### config.mk
export PLATFORM = sky130hd
export DESIGN_NAME = cht_transfer_regs
export DESIGN_NICKNAME = d
export VERILOG_FILES = /design/src/shared/cht_pkg.sv /design/src/shared/cht_dec_if.sv /design/src/design/cht_transfer_regs.sv /design/src/design/cht_size_dec.sv /design/src/design/cht_resp_store.sv
export SDC_FILE = /design/constraint.sdc
export NUM_CORES = 1
export LEC_CHECK = 0
export BUFFER_PORTS_ARGS = -buffer_cell sky130_fd_sc_hd__buf_2
export CAP_MARGIN = 20
export CORE_MARGIN = 2
export CORE_UTILIZATION = 30
export DETAILED_ROUTE_END_ITERATION = 6
export GPL_ROUTABILITY_DRIVEN = 1
export PLACE_DENSITY_LB_ADDON = 0.05
export SLEW_MARGIN = 5
export SYNTH_ARGS = -nofsm -noshare
export SYNTH_HDL_FRONTEND = slang
export SYNTH_SLANG_ARGS = --single-unit
### constraint.sdc
create_clock -name clk -period 1.8 [get_ports clk]
set_input_delay 0.36 -clock clk [delete_from_list [all_inputs] [get_ports clk]]
set_output_delay 0.36 -clock clk [all_outputs]
set_load 0.01 [all_outputs]
### src/shared/cht_pkg.sv
`default_nettype none
package cht_pkg;
  // ------------------------------------------------------------
  // register offsets (byte addresses)
  // ------------------------------------------------------------
  localparam logic [7:0] OFS_SETUP = 8'h04;
  localparam logic [7:0] OFS_CMD   = 8'h14;
  localparam logic [7:0] OFS_SIZE  = 8'h18;
  localparam logic [7:0] OFS_RESP0 = 8'h20;
  localparam logic [7:0] OFS_RESP3 = 8'h2C;
  localparam logic [7:0] OFS_RX    = 8'h30;
  localparam logic [7:0] OFS_TX    = 8'h34;
  localparam logic [7:0] OFS_STAT  = 8'h40;
  // ------------------------------------------------------------
  // field positions
  // ------------------------------------------------------------
  localparam int RTYP_LSB   = 6;
  localparam int BYTEEN_BIT = 13;
  localparam int TCMD_LSB   = 16;
  localparam int KIND_LSB   = 19;
  localparam int SPOP_LSB   = 24;
  localparam int BLEN_LSB   = 16;
  // ------------------------------------------------------------
  // reset values and codes
  // ------------------------------------------------------------
  localparam logic [15:0] BLEN_RST   = 16'h0000;
  localparam logic [15:0] COUNT_RST  = 16'h0000;
  localparam logic [1:0]  TCMD_START = 2'h1;
  localparam logic [1:0]  TCMD_STOP  = 2'h2;
  localparam logic [1:0]  RTYP_48    = 2'h1;
  localparam logic [1:0]  RTYP_136   = 2'h2;
  localparam logic [2:0]  RESP_SHORT = 3'h1;
  localparam logic [2:0]  RESP_LONG  = 3'h4;
  localparam logic [16:0] IO_BYTE_ZERO = 17'h00200;
  localparam logic [15:0] IO_CNT_LIM   = 16'h0200;
  typedef enum logic [2:0] {
    KIND_SINGLE, KIND_MULTI, KIND_STREAM, KIND_RSV3,
    KIND_IO_BYTE, KIND_IO_BLOCK, KIND_RSV6, KIND_RSV7
  } cht_kind_e;
  typedef enum logic [1:0] {
    SPOP_NONE, SPOP_SUSPEND, SPOP_RESUME, SPOP_RSV
  } cht_spop_e;
endpackage
`default_nettype wire

### src/shared/cht_dec_if.sv
`timescale 1ns/1ps
`default_nettype none
// transfer setup handed to the size decoder and its verdict back
interface cht_dec_if;
  cht_pkg::cht_kind_e kind;
  logic [15:0]        count;
  logic [16:0]        eff_count;
  logic               unlimited;
  logic               uses_blen;
  logic               kind_ok;
  logic               count_ok;
  modport dec (input kind, count,
               output eff_count, unlimited, uses_blen, kind_ok, count_ok);
  modport top (output kind, count,
               input eff_count, unlimited, uses_blen, kind_ok, count_ok);
endinterface
`default_nettype wire

### src/design/cht_transfer_regs.sv
`timescale 1ns/1ps
`default_nettype none
module cht_transfer_regs (
  // clock and reset
  input  wire logic          clk,
  input  wire logic          resetn,
  // register port
  input  wire logic [7:0]    reg_addr,
  input  wire logic [31:0]   reg_wdata,
  input  wire logic          reg_wr,
  input  wire logic          reg_rd,
  output logic      [31:0]   reg_rdata,
  // card reply from the command engine
  input  wire logic          resp_load,
  input  wire logic [127:0]  resp_words,
  // receive path from the deserializer
  input  wire logic          rx_load,
  input  wire logic [31:0]   rx_word,
  // transmit path to the serializer
  output logic      [31:0]   tx_word,
  output logic               tx_valid,
  input  wire logic          tx_taken,
  // transfer setup to the data engine
  output logic               xfer_start,
  output logic               xfer_stop,
  output logic      [2:0]    xfer_kind,
  output logic      [16:0]   xfer_count,
  output logic               xfer_unlimited,
  output logic               xfer_use_blen,
  output logic      [15:0]   block_len,
  output logic               dma_byte_mode,
  output logic               io_suspend,
  output logic               io_resume
);
  // ------------------------------------------------------------
  // address decode
  // ------------------------------------------------------------
  function automatic logic is_resp(input logic [7:0] a);
    is_resp = (a >= cht_pkg::OFS_RESP0) && (a <= cht_pkg::OFS_RESP3)
              && (a[1:0] == 2'h0);
  endfunction

  logic wr_setup, wr_cmd, wr_size, wr_tx, rd_resp, rd_rx;
  assign wr_setup = reg_wr && reg_addr == cht_pkg::OFS_SETUP;
  assign wr_cmd   = reg_wr && reg_addr == cht_pkg::OFS_CMD;
  assign wr_size  = reg_wr && reg_addr == cht_pkg::OFS_SIZE;
  assign wr_tx    = reg_wr && reg_addr == cht_pkg::OFS_TX;
  assign rd_resp  = reg_rd && is_resp(reg_addr);
  assign rd_rx    = reg_rd && reg_addr == cht_pkg::OFS_RX;

  // command word fields, live only during the write
  cht_pkg::cht_kind_e cmd_kind;
  cht_pkg::cht_spop_e cmd_spop;
  logic [1:0]         cmd_tcmd;
  logic [1:0]         cmd_rtyp;
  assign cmd_kind = cht_pkg::cht_kind_e'(reg_wdata[cht_pkg::KIND_LSB +: 3]);
  assign cmd_spop = cht_pkg::cht_spop_e'(reg_wdata[cht_pkg::SPOP_LSB +: 2]);
  assign cmd_tcmd = reg_wdata[cht_pkg::TCMD_LSB +: 2];
  assign cmd_rtyp = reg_wdata[cht_pkg::RTYP_LSB +: 2];

  // ------------------------------------------------------------
  // setup storage
  // ------------------------------------------------------------
  logic [15:0] count_r;
  logic [15:0] blen_r;
  logic        byte_en_r;
  logic [2:0]  resp_len_r;

  // single block size store fed from both registers
  always_ff @(posedge clk or negedge resetn) begin
    if (!resetn) begin
      blen_r <= cht_pkg::BLEN_RST;
    end else if (wr_size) begin
      blen_r <= reg_wdata[cht_pkg::BLEN_LSB +: 16];
    end else if (wr_setup) begin
      blen_r <= reg_wdata[cht_pkg::BLEN_LSB +: 16];
    end
  end

  // count kept whole; top bits left to software in io modes
  always_ff @(posedge clk or negedge resetn) begin
    if (!resetn) begin
      count_r <= cht_pkg::COUNT_RST;
    end else if (wr_size) begin
      count_r <= reg_wdata[15:0];
    end
  end

  // byte-granular dma switch
  always_ff @(posedge clk or negedge resetn) begin
    if (!resetn) begin
      byte_en_r <= 1'b0;
    end else if (wr_setup) begin
      byte_en_r <= reg_wdata[cht_pkg::BYTEEN_BIT];
    end
  end

  // reply length set by each command; none reads as one word
  always_ff @(posedge clk or negedge resetn) begin
    if (!resetn) begin
      resp_len_r <= cht_pkg::RESP_SHORT;
    end else if (wr_cmd) begin
      resp_len_r <= (cmd_rtyp == cht_pkg::RTYP_136) ?
                    cht_pkg::RESP_LONG : cht_pkg::RESP_SHORT;
    end
  end

  // ------------------------------------------------------------
  // size decode
  // ------------------------------------------------------------
  cht_dec_if dif ();
  assign dif.kind  = cmd_kind;
  assign dif.count = count_r;

  cht_size_dec u_dec (
    .d (dif.dec)
  );

  // ------------------------------------------------------------
  // transfer launch
  // ------------------------------------------------------------
  logic        start_r, stop_r, susp_r, resm_r;
  logic [2:0]  kind_r;
  logic [16:0] eff_r;
  logic        unl_r, useb_r, cnt_bad_r;

  // start pulse only for a real kind, so reserved codes stay idle
  always_ff @(posedge clk or negedge resetn) begin
    if (!resetn) begin
      start_r <= 1'b0;
      stop_r  <= 1'b0;
    end else begin
      start_r <= wr_cmd && cmd_tcmd == cht_pkg::TCMD_START
                 && dif.kind_ok;
      stop_r  <= wr_cmd && cmd_tcmd == cht_pkg::TCMD_STOP;
    end
  end

  // sizing held until the next launch
  always_ff @(posedge clk or negedge resetn) begin
    if (!resetn) begin
      kind_r    <= 3'h0;
      eff_r     <= 17'h00000;
      unl_r     <= 1'b0;
      useb_r    <= 1'b1;
      cnt_bad_r <= 1'b0;
    end else if (wr_cmd && cmd_tcmd == cht_pkg::TCMD_START
                 && dif.kind_ok) begin
      kind_r    <= cmd_kind;
      eff_r     <= dif.eff_count;
      unl_r     <= dif.unlimited;
      useb_r    <= dif.uses_blen;
      cnt_bad_r <= !dif.count_ok;
    end
  end

  // special ops are one-cycle pulses; reserved code gives neither
  always_ff @(posedge clk or negedge resetn) begin
    if (!resetn) begin
      susp_r <= 1'b0;
      resm_r <= 1'b0;
    end else begin
      susp_r <= wr_cmd && cmd_spop == cht_pkg::SPOP_SUSPEND;
      resm_r <= wr_cmd && cmd_spop == cht_pkg::SPOP_RESUME;
    end
  end

  // ------------------------------------------------------------
  // reply words
  // ------------------------------------------------------------
  logic [31:0] resp_word;
  logic [1:0]  resp_ptr;

  cht_resp_store #(
    .WORDS (4)
  ) u_resp (
    .clk     (clk),
    .resetn  (resetn),
    .load    (resp_load),
    .words   (resp_words),
    .restart (wr_cmd),
    .nwords  (resp_len_r),
    .rd      (rd_resp),
    .rd_word (resp_word),
    .ptr     (resp_ptr)
  );

  // ------------------------------------------------------------
  // data words
  // ------------------------------------------------------------
  logic [31:0] rx_r, tx_r;
  logic        rx_rdy_r, tx_vld_r;

  // in byte mode only the low lane is real data
  always_ff @(posedge clk or negedge resetn) begin
    if (!resetn) begin
      rx_r <= 32'h0000_0000;
    end else if (rx_load) begin
      rx_r <= byte_en_r ? {24'h000000, rx_word[7:0]} : rx_word;
    end
  end

  // new word beats a read in the same cycle
  always_ff @(posedge clk or negedge resetn) begin
    if (!resetn) begin
      rx_rdy_r <= 1'b0;
    end else if (rx_load) begin
      rx_rdy_r <= 1'b1;
    end else if (rd_rx) begin
      rx_rdy_r <= 1'b0;
    end
  end

  // a write over an untaken word replaces it; no queue here
  always_ff @(posedge clk or negedge resetn) begin
    if (!resetn) begin
      tx_r <= 32'h0000_0000;
    end else if (wr_tx) begin
      tx_r <= byte_en_r ? {24'h000000, reg_wdata[7:0]} : reg_wdata;
    end
  end

  always_ff @(posedge clk or negedge resetn) begin
    if (!resetn) begin
      tx_vld_r <= 1'b0;
    end else if (wr_tx) begin
      tx_vld_r <= 1'b1;
    end else if (tx_taken) begin
      tx_vld_r <= 1'b0;
    end
  end

  // ------------------------------------------------------------
  // read data
  // ------------------------------------------------------------
  logic [31:0] rdata_r;
  logic [31:0] rdata_nxt;

  // transmit word and unmapped addresses read zero
  always_comb begin
    rdata_nxt = 32'h0000_0000;
    if (reg_addr == cht_pkg::OFS_SETUP) begin
      rdata_nxt = {blen_r, 2'h0, byte_en_r, 13'h0000};
    end else if (reg_addr == cht_pkg::OFS_SIZE) begin
      rdata_nxt = {blen_r, count_r};
    end else if (is_resp(reg_addr)) begin
      rdata_nxt = resp_word;
    end else if (reg_addr == cht_pkg::OFS_RX) begin
      rdata_nxt = rx_r;
    end else if (reg_addr == cht_pkg::OFS_STAT) begin
      rdata_nxt = {26'h0000000, resp_ptr, cnt_bad_r, 1'b0,
                   !tx_vld_r, rx_rdy_r};
    end
  end

  always_ff @(posedge clk or negedge resetn) begin
    if (!resetn) begin
      rdata_r <= 32'h0000_0000;
    end else if (reg_rd) begin
      rdata_r <= rdata_nxt;
    end else begin
      rdata_r <= 32'h0000_0000;
    end
  end

  // ------------------------------------------------------------
  // outputs
  // ------------------------------------------------------------
  assign reg_rdata      = rdata_r;
  assign tx_word        = tx_r;
  assign tx_valid       = tx_vld_r;
  assign xfer_start     = start_r;
  assign xfer_stop      = stop_r;
  assign xfer_kind      = kind_r;
  assign xfer_count     = eff_r;
  assign xfer_unlimited = unl_r;
  assign xfer_use_blen  = useb_r;
  assign block_len      = blen_r;
  assign dma_byte_mode  = byte_en_r;
  assign io_suspend     = susp_r;
  assign io_resume      = resm_r;

  logic start_cmd;
  assign start_cmd = wr_cmd && cmd_tcmd == cht_pkg::TCMD_START;
endmodule
`default_nettype wire

### src/design/cht_size_dec.sv
`timescale 1ns/1ps
`default_nettype none
module cht_size_dec (
  // setup in, verdict out
  cht_dec_if.dec d
);
  // ------------------------------------------------------------
  // transfer kind to effective size
  // ------------------------------------------------------------
  // pure decode; the top samples it on the command write
  always_comb begin
    d.eff_count = {1'b0, d.count};
    d.unlimited = 1'b0;
    d.uses_blen = 1'b1;
    d.kind_ok   = 1'b1;
    d.count_ok  = 1'b1;
    case (d.kind)
      cht_pkg::KIND_SINGLE: begin
        d.eff_count = 17'h00001;
      end
      cht_pkg::KIND_MULTI: begin
        d.unlimited = (d.count == 16'h0000);
      end
      cht_pkg::KIND_STREAM: begin
        d.eff_count = 17'h00000;
        d.unlimited = 1'b1;
        d.uses_blen = 1'b0;
      end
      cht_pkg::KIND_IO_BYTE: begin
        d.uses_blen = 1'b0;
        d.count_ok  = (d.count < cht_pkg::IO_CNT_LIM);
        if (d.count == 16'h0000) begin
          d.eff_count = cht_pkg::IO_BYTE_ZERO;
        end
      end
      cht_pkg::KIND_IO_BLOCK: begin
        d.unlimited = (d.count == 16'h0000);
        d.count_ok  = (d.count < cht_pkg::IO_CNT_LIM);
      end
      default: begin
        d.eff_count = 17'h00000;
        d.kind_ok   = 1'b0;
      end
    endcase
  end
endmodule
`default_nettype wire

### src/design/cht_resp_store.sv
`timescale 1ns/1ps
`default_nettype none
module cht_resp_store #(
  parameter int WORDS = 4
) (
  // clock and reset
  input  wire logic             clk,
  input  wire logic             resetn,
  // card side
  input  wire logic             load,
  input  wire logic [127:0]     words,
  // software side
  input  wire logic             restart,
  input  wire logic [2:0]       nwords,
  input  wire logic             rd,
  output logic      [31:0]      rd_word,
  output logic      [1:0]       ptr
);
  logic [31:0] mem_r [WORDS];
  logic [1:0]  ptr_r;
  logic [1:0]  ptr_nxt;

  // ------------------------------------------------------------
  // word storage
  // ------------------------------------------------------------
  // word 0, the low 32 bits of the reply, goes out first
  always_ff @(posedge clk or negedge resetn) begin
    if (!resetn) begin
      for (int i = 0; i < WORDS; i++) mem_r[i] <= 32'h0000_0000;
    end else if (load) begin
      for (int i = 0; i < WORDS; i++) mem_r[i] <= words[32*i +: 32];
    end
  end

  // each read steps on, wrapping after the reply length
  assign ptr_nxt = ({1'b0, ptr_r} + 3'h1 >= nwords) ? 2'h0 : ptr_r + 2'h1;
  always_ff @(posedge clk or negedge resetn) begin
    if (!resetn) begin
      ptr_r <= 2'h0;
    end else if (restart || load) begin
      ptr_r <= 2'h0;
    end else if (rd) begin
      ptr_r <= ptr_nxt;
    end
  end

  assign rd_word = mem_r[ptr_r];
  assign ptr     = ptr_r;
endmodule
`default_nettype wire

# --- Word-level counts from Yosys, hierarchy flattened ---
# Cells that the tools add are included.
classes:
  reduce_logical: 27
  eq_ne: 15
  multipliers: 0
  n_shift: 0
  add_sub_neg: 2
  bitwise_logic: 1
  div: 0
  n_lt_le_gt_ge: 5
  mux: 27
op_table:
  columns: ["cell", "n"]
  rows:
  - ["$mux W32", 9]
  - ["$bmux W32 S2", 1]
  - ["$pmux W17 S3", 1]
  - ["$mux W16", 3]
  - ["$eq A8 B5 Y1 const B", 2]
  - ["$eq A8 B6 Y1 const B", 2]
  - ["$logic_not A16 Y1", 1]
  - ["$lt A16 B10 Y1 const B", 1]
  - ["$logic_and A1 B1 Y1", 13]
  - ["$eq A8 B3 Y1 const B", 1]
  - ["$eq A8 B7 Y1 const B", 1]
  - ["$ge A8 B6 Y1 const B", 1]
  - ["$le A8 B6 Y1 const B", 1]
  - ["$reduce_bool A2 Y1", 4]
  - ["$mux W1", 7]
  - ["$eq A2 B2 Y1 const B", 3]
  - ["$eq A3 B3 Y1 const B", 2]
  - ["$mux W2", 3]
  - ["$mux W6", 1]
  - ["$reduce_or A2 Y1", 3]
  - ["$reduce_or A5 Y1", 1]
  - ["$eq A2 B1 Y1 const B", 2]
  - ["$add A2 B1 Y3 const B", 1]
  - ["$eq A3 B1 Y1 const B", 1]
  - ["11 further kinds", 12]
word_totals:
  romBits: 0
  latchBits: 0
  ramBits: 0
  out_inout_bits: 108
  reg_bits: 291
  word_cells: 100
  input_bits: 207
  mem_count: 0

# --- Logic depth before layout (Yosys ltp) ---
# Gate-level depths: netlist of the first run.
depth:
  word_depth: 8
  ltp_mapped: 6
  mapped_depth_nobuf: 5

# --- Modules after synthesis ---
# Synthesis of the first run repeated with hierarchy kept, for this count alone.
hier_totals:
  hier_cells: 924
  area_unflattened_um2: 12615.8
by_module_without_submodules:
  columns: ["mod", "cells_each", "seq_area_each_um2", "instances", "area_per_inst_um2"]
  rows:
  - ["cht_transfer_regs", 557, 4006.3, 1, 6642.6]
  - ["cht_resp_store", 329, 3253.1, 1, 5736.8]
  - ["cht_size_dec", 38, 0.0, 1, 236.5]

# --- Least setup slack after synthesis of the first run ---
# Ideal clock, no wire load.
synth_timing:
  path_type: "register to register"
  start: "reg u_resp.ptr_r[0], in the netlist u_resp.ptr[0]"
  end: "reg rdata_r[6], in the netlist reg_rdata[6]"
  arrival_time_ns: 1.626
  path_buffers: 2
  path_slack_ns: 0.037
  stages_incl_launch_ff: 6
  synth_period_minus_slack_ns: 1.763
  setup_ns: 0.136
  path_cell_list: "dfrtp_1 -> buf_2 -> buf_2 -> mux4_2 -> a22oi_1 -> a21oi_1"
synth_via:
  elab_chain_len: 8
synth_lines:
  columns: ["element", "line", "text"]
  rows:
  - ["start, declared", "cht_resp_store.sv:20", "logic [1:0] ptr_r;"]
  - ["start signal, assigned", "cht_resp_store.sv:43", "ptr_r <= ptr_nxt;"]
  - ["$not A2 Y3 (not written as such)", "cht_resp_store.sv:47", "assign rd_word = mem_r[ptr_r];"]
  - ["$bmux W32 S2", "cht_resp_store.sv:47", null]
  - ["$mux W32 (not written as such) (2 in a row)", "cht_resp_store.sv:47", null]
  - ["$mux W32", "cht_transfer_regs.sv:246", "end else if (is_resp(reg_addr)) begin"]
  - ["$mux W32", "cht_transfer_regs.sv:244", "end else if (reg_addr == cht_pkg::OFS_SIZE) begin"]
  - ["$mux W32", "cht_transfer_regs.sv:242", "if (reg_addr == cht_pkg::OFS_SETUP) begin"]
  - ["$mux W32", "cht_transfer_regs.sv:259", "end else if (reg_rd) begin"]
  - ["end signal, assigned", "cht_transfer_regs.sv:260", "rdata_r <= rdata_nxt;"]
  - ["end, declared", "cht_transfer_regs.sv:236", "logic [31:0] rdata_r;"]
# Every way passes these cells. The select of a mux whose other input is x is not followed.
# A chain may end at the register's enable or synchronous reset.

# --- Final worst setup path of the first run ---
layout_timing:
  start: "reg u_resp.ptr_r[0], in the netlist u_resp.ptr[0]"
  end: "reg u_resp.ptr_r[1], in the netlist u_resp.ptr[1]"
layout_via:
  elab_chain_len: 5
  word_cells_on_any_way: 6
  classes_between: "add/sub (2); order compare (1); mux (3)"
layout_lines:
  columns: ["element", "line", "text"]
  rows:
  - ["$add A2 B1 Y3", "cht_resp_store.sv:36", "assign ptr_nxt = ({1'b0, ptr_r} + 3'h1 >= nwords) ? 2'h0 : ptr_r + 2'h1;"]
  - ["$ge A3 B3 Y1", "cht_resp_store.sv:36", null]
  - ["$mux W2 *", "cht_resp_store.sv:36", null]
  - ["$mux W2 *", "cht_resp_store.sv:42", "end else if (rd) begin"]
  - ["$mux W2 *", "cht_resp_store.sv:40", "end else if (restart || load) begin"]
# Mark *: on every way between the ends. The rest lies on a longest branch, timed or not. The select of a mux whose other input is x is not followed.

==> results of run 1 <==
## stage by stage
stage               instances  worst slack (ps)
CTS                      1821             9.424
finish                   1825             21.93
global route             1824            -41.55
global placement         1754            -114.1
detailed placement       1754            -85.66
floorplan                 899             37.18
## power by group
part | switching (W) | leakage [nW] | internal, W | total, W
Sequential | 0.000257 | 3.65 | 0.00695 | 0.00720
Combinational | 0.000724 | 3.61 | 0.000824 | 0.00155
Clock | 0.00283 | 0.617 | 0.00480 | 0.00763
## critical path: cells and delay by family, from the launching register on
family          cells  cell delay [ps]
flops               1              460
simple gates        1              540
fa+ha+maj           2              480
compound gates      1              220
## logic make-up after synthesis
kind of cell	Yosys count
AOI/OAI and AO/OA	143
adders and majority gates	3
buffers and inverters	91
DFF	289
muxes	211
other	1
and+or+nand+nor	161
## layer usage
metal  part of all wire  vias up
li1                   -     3990
met1               0.48     4333
met2               0.44      235
met3              0.058       65
met4              0.022       12
met5             0.0020        -
## flip-flops by register name (all words and copies together) (netlist names)
name and cells:
block_len 16, cnt_bad_r 1, count_r 16, dma_byte_mode 1, io_resume 1, io_suspend 1
reg_rdata 32, resp_len_r 2, rx_r 32, rx_rdy_r 1, tx_valid 1, tx_word 32
u_resp.mem_r 128, u_resp.ptr 2, xfer_count 16, xfer_kind 3, xfer_start 1, xfer_stop 1
xfer_unlimited 1, xfer_use_blen 1
## cells in the final DEF, fill, tap and decap left out, drive strengths merged, types with 4 or more instances in the layout
master | netlist | final
o21ai | 51 | 51
mux4 | 32 | 32
nor2 | 9 | 9
nor3b | 7 | 7
nand3b | 24 | 24
a21oi | 10 | 10
a22o | 15 | 15
a22oi | 31 | 31
inv | 30 | 30
nor4 | 4 | 4
nand3 | 4 | 4
a21boi | 17 | 17
a31oi | 6 | 6
clkinv | 0 | 4
bufinv | 0 | 4
nand2b | 24 | 24
mux2 | 179 | 179
buf | 24 | 387
dfrtp | 287 | 287
clkbuf | 37 | 56
nand2 | 67 | 67
## cell usage after synthesis (all sizes together), types with 15 or more instances
master	n
dfrtp	287
mux2	179
nand2	67
o21ai	51
clkbuf	37
mux4	32
a22oi	31
inv	30
buf	24
nand2b	24
nand3b	24
a21boi	17
a22o	15
## worst max path at each step
stage	slack, ps	end	from	cells after the start
2_1_floorplan	40	reg_rdata[6]	u_resp.ptr[0]	5
3_3_place_gp	-110	reg_rdata[7]	reg_addr[1]	6
3_5_place_dp	-90	u_resp.ptr[1]	reg_addr[1]	6
4_1_cts	9	reg_rdata[18]	u_resp.ptr[0]	4
5_1_grt	-40	u_resp.ptr[0]	u_resp.ptr[0]	6
6_report	20	u_resp.ptr[1]	u_resp.ptr[0]	4
## area by class of cell
type | count | area (um2) | share of cell area
clock inverter | 9 | 147.6 | 0.008940
multi-input combinational | 519 | 4820 | 0.2918
clock buffer | 56 | 1107 | 0.06705
antenna | 1 | 2.502 | 0.0001515
sequential | 289 | 7238 | 0.4383
timing repair buffer | 389 | 2421 | 0.1466
inverter | 30 | 112.6 | 0.006819
tap | 532 | 665.6 | 0.04031
## timing repair
item	in CTS	in global routing
gates resized for setup	2	10
buffers inserted	0	3
setup endpoints to repair	2	20
hold buffers	2	0
hold endpoints to repair	35	0
pin swaps	0	3
cloned	0	0
==> reports/results.ini, run 1 <==
[global_route]
grt_max_degree = 48
antenna_found_initial = 7
overflow = 0
grt_util_met2 = 0.2709
top_usage_layer = met2
grt_pass1_vias = 8856
grt_pass1_wl_um = 59480
grt_usage = 0.1844
grt_use_met1 = 0.2690
met3_usage = 0.04599

[sta]
timing.hold.ws_ps = 48.46
fin_crit_ps = 1778
fin_crit_sh = 0.9878
fmax_mhz = 562.4
worstMarginPinSlew_ps = 509.1
setup_viol_count_final = 0
drv_slew = 0
hold_viol_final = 0
fin_tns_setup_ps = 0
slew_headroom = 0.6606
final.setup_skew_ps = 10.21
rsz0062_at_grt = true

[clock_tree]
cts-root-buf = clkbuf_16
cts_tree = yes
cts.clk_slew.worst_paths_ps = 50
cts_sinks = 289
clk_path_buf_depth = 3
cts_buffers = 37
htree_levels = 2
insertion_delay_ps = 530

[placement]
place.gp.congestion = 0.8125
place_area_mm2 = 0.01516
port_buffers = 313
dp_hpwl_um = 29550

[yosys]
yosysUniqueCellTypes = 56
syn_inst = 899
netlist_area_mm2 = 0.01240
synth.avg_cell_area_um2 = 13.79
synth_top_family_by_area = multiplexers
yosysSeqAreaShare = 0.5836
ys.flop_type = dfrtp_1
synthAdderAreaFrac = 0.003028
syn-num-nets = 1109
async_flop_share = 1.000
synth-edff-count = 0
ys_ff_latch = 289
synth.largest_area_cell = dfrtp_1
synth_compound_area_frac = 0.07741
synth_xor_area_frac = 0
synth-simple-area-share = 0.07671
yosys_warnings = 0
yosysTopAreaCellShare = 0.5793
ys_top_cells_by_area = dfrtp_1 (58%), mux2_2 (14%), mux4_2 (5.8%)
synth_mux_area_frac = 0.2271

[worst_setup_path]
r2r_slack_ps = 20
reg2reg_from = u_resp.ptr[0]
criticalPathCategory = flip-flop to flip-flop
r2r_cells = 4
cp-start-kind = flip-flop
cp_max_fo = 4
path_cells = ha_2, ha_1, or4b_4, a211oi_2
arrival_ps = 2220
critPathMaxStageDelay_ps = 540
end_kind = flip-flop
slowest_stage = or4b_4
cp.required_ps = 2240
rr_endpoint = u_resp.ptr[1]

[floorplan]
rows = 74
initial_core_util = 0.3036
num_io_pins = 315
die_h_um = 207.3
core_mm2 = 0.04083
die_area_mm2 = 0.04297
die_x_um = 207.3

[run]
max_cap_violations = 0

[routing]
drtAntennaViolNets = 0
wl_um = 39250
routed_via_density = 4.732
vias = 8635
firstDrtPassIters = 4
drt_iter0_drc = 371
wire_per_inst_um = 21.51
drcViolationCount = 0

[power]
powerDensity_mw_per_mm2 = 991.8
leakage_nw = 7.879
finalPower_w = 0.01638
ir_worst_vdd_uv = 655.4

[run_status]
status = finished, final reports clean

[layout]
fill_cells = 3945
area_growth_syn_to_layout_pct = 33.22
drive_above_1_share = 0.5310
final_nets = 1476
fin_util = 0.4045
final_area_mm2 = 0.01651

[min_path]
hp-class = primary input to flip-flop
holdPathEnd = io_suspend
whs_path_depth = 2
min_from = reg_wdata[25]

Note: power is estimated with default switching activity, not from simulation.
==> run 2, diff against run 1 <==
==> constraint.sdc (replaced) <==
create_clock -name clk -period 1.8 [get_ports clk]
set_input_delay 0.09 -clock clk [delete_from_list [all_inputs] [get_ports clk]]
set_output_delay 0.09 -clock clk [all_outputs]
set_load 0.01 [all_outputs]
==> reports/results.ini, run 2 (synthesis results as in run 1) <==
[floorplan]
die_h_um = 207.3  ; unchanged
die_area_mm2 = 0.04297  ; unchanged
core_mm2 = 0.04083  ; unchanged
die_x_um = 207.3  ; unchanged
rows = 74  ; unchanged
num_io_pins = 315  ; unchanged
initial_core_util = 0.3036  ; unchanged

[power]
leakage_nw = 8.537  ; was 7.879 nW
powerDensity_mw_per_mm2 = 883.6  ; was 991.8 mW/mm2
ir_worst_vdd_uv = 523.9  ; was 655.4 uV

[clock_tree]
htree_levels = 2  ; unchanged
cts_buffers = 36  ; was 37
cts_sinks = 289  ; unchanged
cts_tree = yes  ; unchanged
cts-root-buf = clkbuf_16  ; unchanged
insertion_delay_ps = 550  ; was 530 ps
cts.clk_slew.worst_paths_ps = 60  ; was 50 ps
clk_path_buf_depth = 3  ; unchanged

[worst_setup_path]
arrival_ps = 2210  ; was 2220 ps
startpoint = u_resp.ptr[0]  ; unchanged
cp_max_fo = 8  ; was 4
cp-start-kind = flip-flop  ; unchanged
reg2reg_from = u_resp.ptr[0]  ; unchanged
end_kind = flip-flop  ; unchanged
criticalPathCategory = flip-flop to flip-flop  ; unchanged
cp.required_ps = 2210  ; was 2240 ps

[global_route]
grt_max_degree = 55  ; was 48
grt_pass1_vias = 9710  ; was 8856
grt_pass1_wl_um = 64160  ; was 59480 um
overflow = 0  ; unchanged
grt_usage = 0.1979  ; was 0.1844
antenna_found_initial = 0  ; was 7

[layout]
final_nets = 1649  ; was 1476
regMostFlops = u_resp.mem_r  ; unchanged
largest_register_ffs = 128  ; unchanged
final_cell_mix = buf_2 (311), dfrtp_1 (284), dlygate4sd3_1 (197), mux2_2 (158), nand2_1 (65)  ; was buf_2 (311), dfrtp_1 (284), mux2_2 (158), nand2_1 (65), buf_4 (53)
final_area_mm2 = 0.01825  ; was 0.01651 mm2
multi_input_area_mm2 = 0.004876  ; was 0.004820 mm2
fill_cells = 3787  ; was 3945
diodes = 0  ; was 1
final-seq-area_mm2 = 0.007241  ; was 0.007238 mm2
fin_util = 0.4470  ; was 0.4045
mostFrequentLayoutCell = buf_2  ; unchanged
drive_above_1_share = 0.4570  ; was 0.5310
area_growth_syn_to_layout_pct = 47.23  ; was 33.22%

[sta]
setup_viol_count_final = 0  ; unchanged
timing.hold.ws_ps = 38.57  ; was 48.46 ps
fin_crit_sh = 0.9968  ; was 0.9878
layout_setup_ws_ps = 5.794  ; was 21.93 ps
fin_crit_ps = 1794  ; was 1778 ps
fin_tns_setup_ps = 0  ; unchanged
fmax_mhz = 557.4  ; was 562.4 MHz
final.setup_skew_ps = 23.40  ; was 10.21 ps
rsz0062_at_grt = true  ; unchanged
worstMarginPinSlew_ps = 573.4  ; was 509.1 ps
hold_viol_final = 0  ; unchanged
drv_slew = 0  ; unchanged
slew_headroom = 0.6137  ; was 0.6606

[routing]
firstDrtPassIters = 4  ; unchanged
drtAntennaViolNets = 0  ; unchanged
vias = 9264  ; was 8635
drt_iter0_drc = 316  ; was 371
wire_per_inst_um = 21.30  ; was 21.51 um
wl_um = 42510  ; was 39250 um
drcViolationCount = 0  ; unchanged
routed_via_density = 4.641  ; was 4.732

[placement]
port_buffers = 313  ; unchanged
place.gp.congestion = 0.7951  ; was 0.8125
place_area_mm2 = 0.01490  ; was 0.01516 mm2
place_worst_setup_slack_ps = -63.01  ; was -85.66 ps
dp_hpwl_um = 29770  ; was 29550 um

[min_path]
min_from = rx_load  ; was reg_wdata[25]
hp-class = primary input to flip-flop  ; unchanged

[run]
max_cap_violations = 0  ; unchanged

[run_status]
status = finished, final reports clean  ; unchanged

[run 2: cell count changes in the layout (fill, tap and decap cells not counted), sizes merged]
cell,before,now
clkbuf,56,59
bufinv,4,0
buf,387,364
diode,1,0
inv,30,32
dlygate4sd3,2,197
clkinv,4,3
[run 2: critical path, stage by stage, from the launching register on]
cell and delay [ps]:
dfrtp_4 550, buf_12 170, buf_12 130, mux4_2 550
a22oi_1 150, a21boi_0 100
[run 2: timing repair]
item / CTS / global route
setup endpoints to repair: 4 / 22
buffers inserted: 3 / 1
gates cloned: 1 / 2
endpoints found under the hold margin: 524 / 0
gates resized for setup: 1 / 25
hold buffers: 197 / 0
pin swaps: 1 / 10
[run 2: stage by stage]
| step | instances | total power, W |
|---|---|---|
| after floorplan | 899 | 0.007994 |
| after global placement | 1729 | 0.008861 |
| after detailed placement | 1729 | 0.008870 |
| after CTS | 1993 | 0.01638 |
| after global routing | 1996 | 0.01684 |
| final | 1996 | 0.01613 |
[run 2: layout make-up]
type	instances	share of cell area
inverter	30	0.006169
clock inverter	6	0.002194
sequential	289	0.3967
clock buffer	57	0.06032
timing repair buffer	563	0.2310
tap	532	0.03647
multi-input combinational	519	0.2671
[run 2: power breakdown]
| part | internal, W | total, W | switching, W | leakage [nW] |
|---|---|---|---|---|
| logic | 0.00107 | 0.00187 | 0.000792 | 4.33 |
| clock network | 0.00419 | 0.00705 | 0.00286 | 0.561 |
| registers | 0.00695 | 0.00721 | 0.000266 | 3.65 |
| total | 0.0122 | 0.0161 | 0.00392 | 8.54 |
[run 2: worst paths after layout]
kind / end / slack, ps / cells past startpoint
worst max-delay path: reg_rdata[21] / 6 / 5
worst min-delay path: rx_r[10] / 40 / 2
worst max register to register: reg_rdata[21] / 6 / 5
worst min register to register: tx_word[30] / 470 / 2
max in group asynchronous: xfer_use_blen / 1030 / 3
min in group asynchronous: tx_word[25] / 50 / 2
[run 2: routing by layer]
| layer | vias up | wire length (um) | track usage |
|---|---|---|---|
| li1 | 4326 | - | - |
| met1 | 4653 | 20770 | 0.2929 |
| met2 | 233 | 19020 | 0.2955 |
| met3 | 52 | 1740 | 0.03525 |
| met4 | 0 | 974 | 0.05837 |
| met5 | - | 0 | 0 |
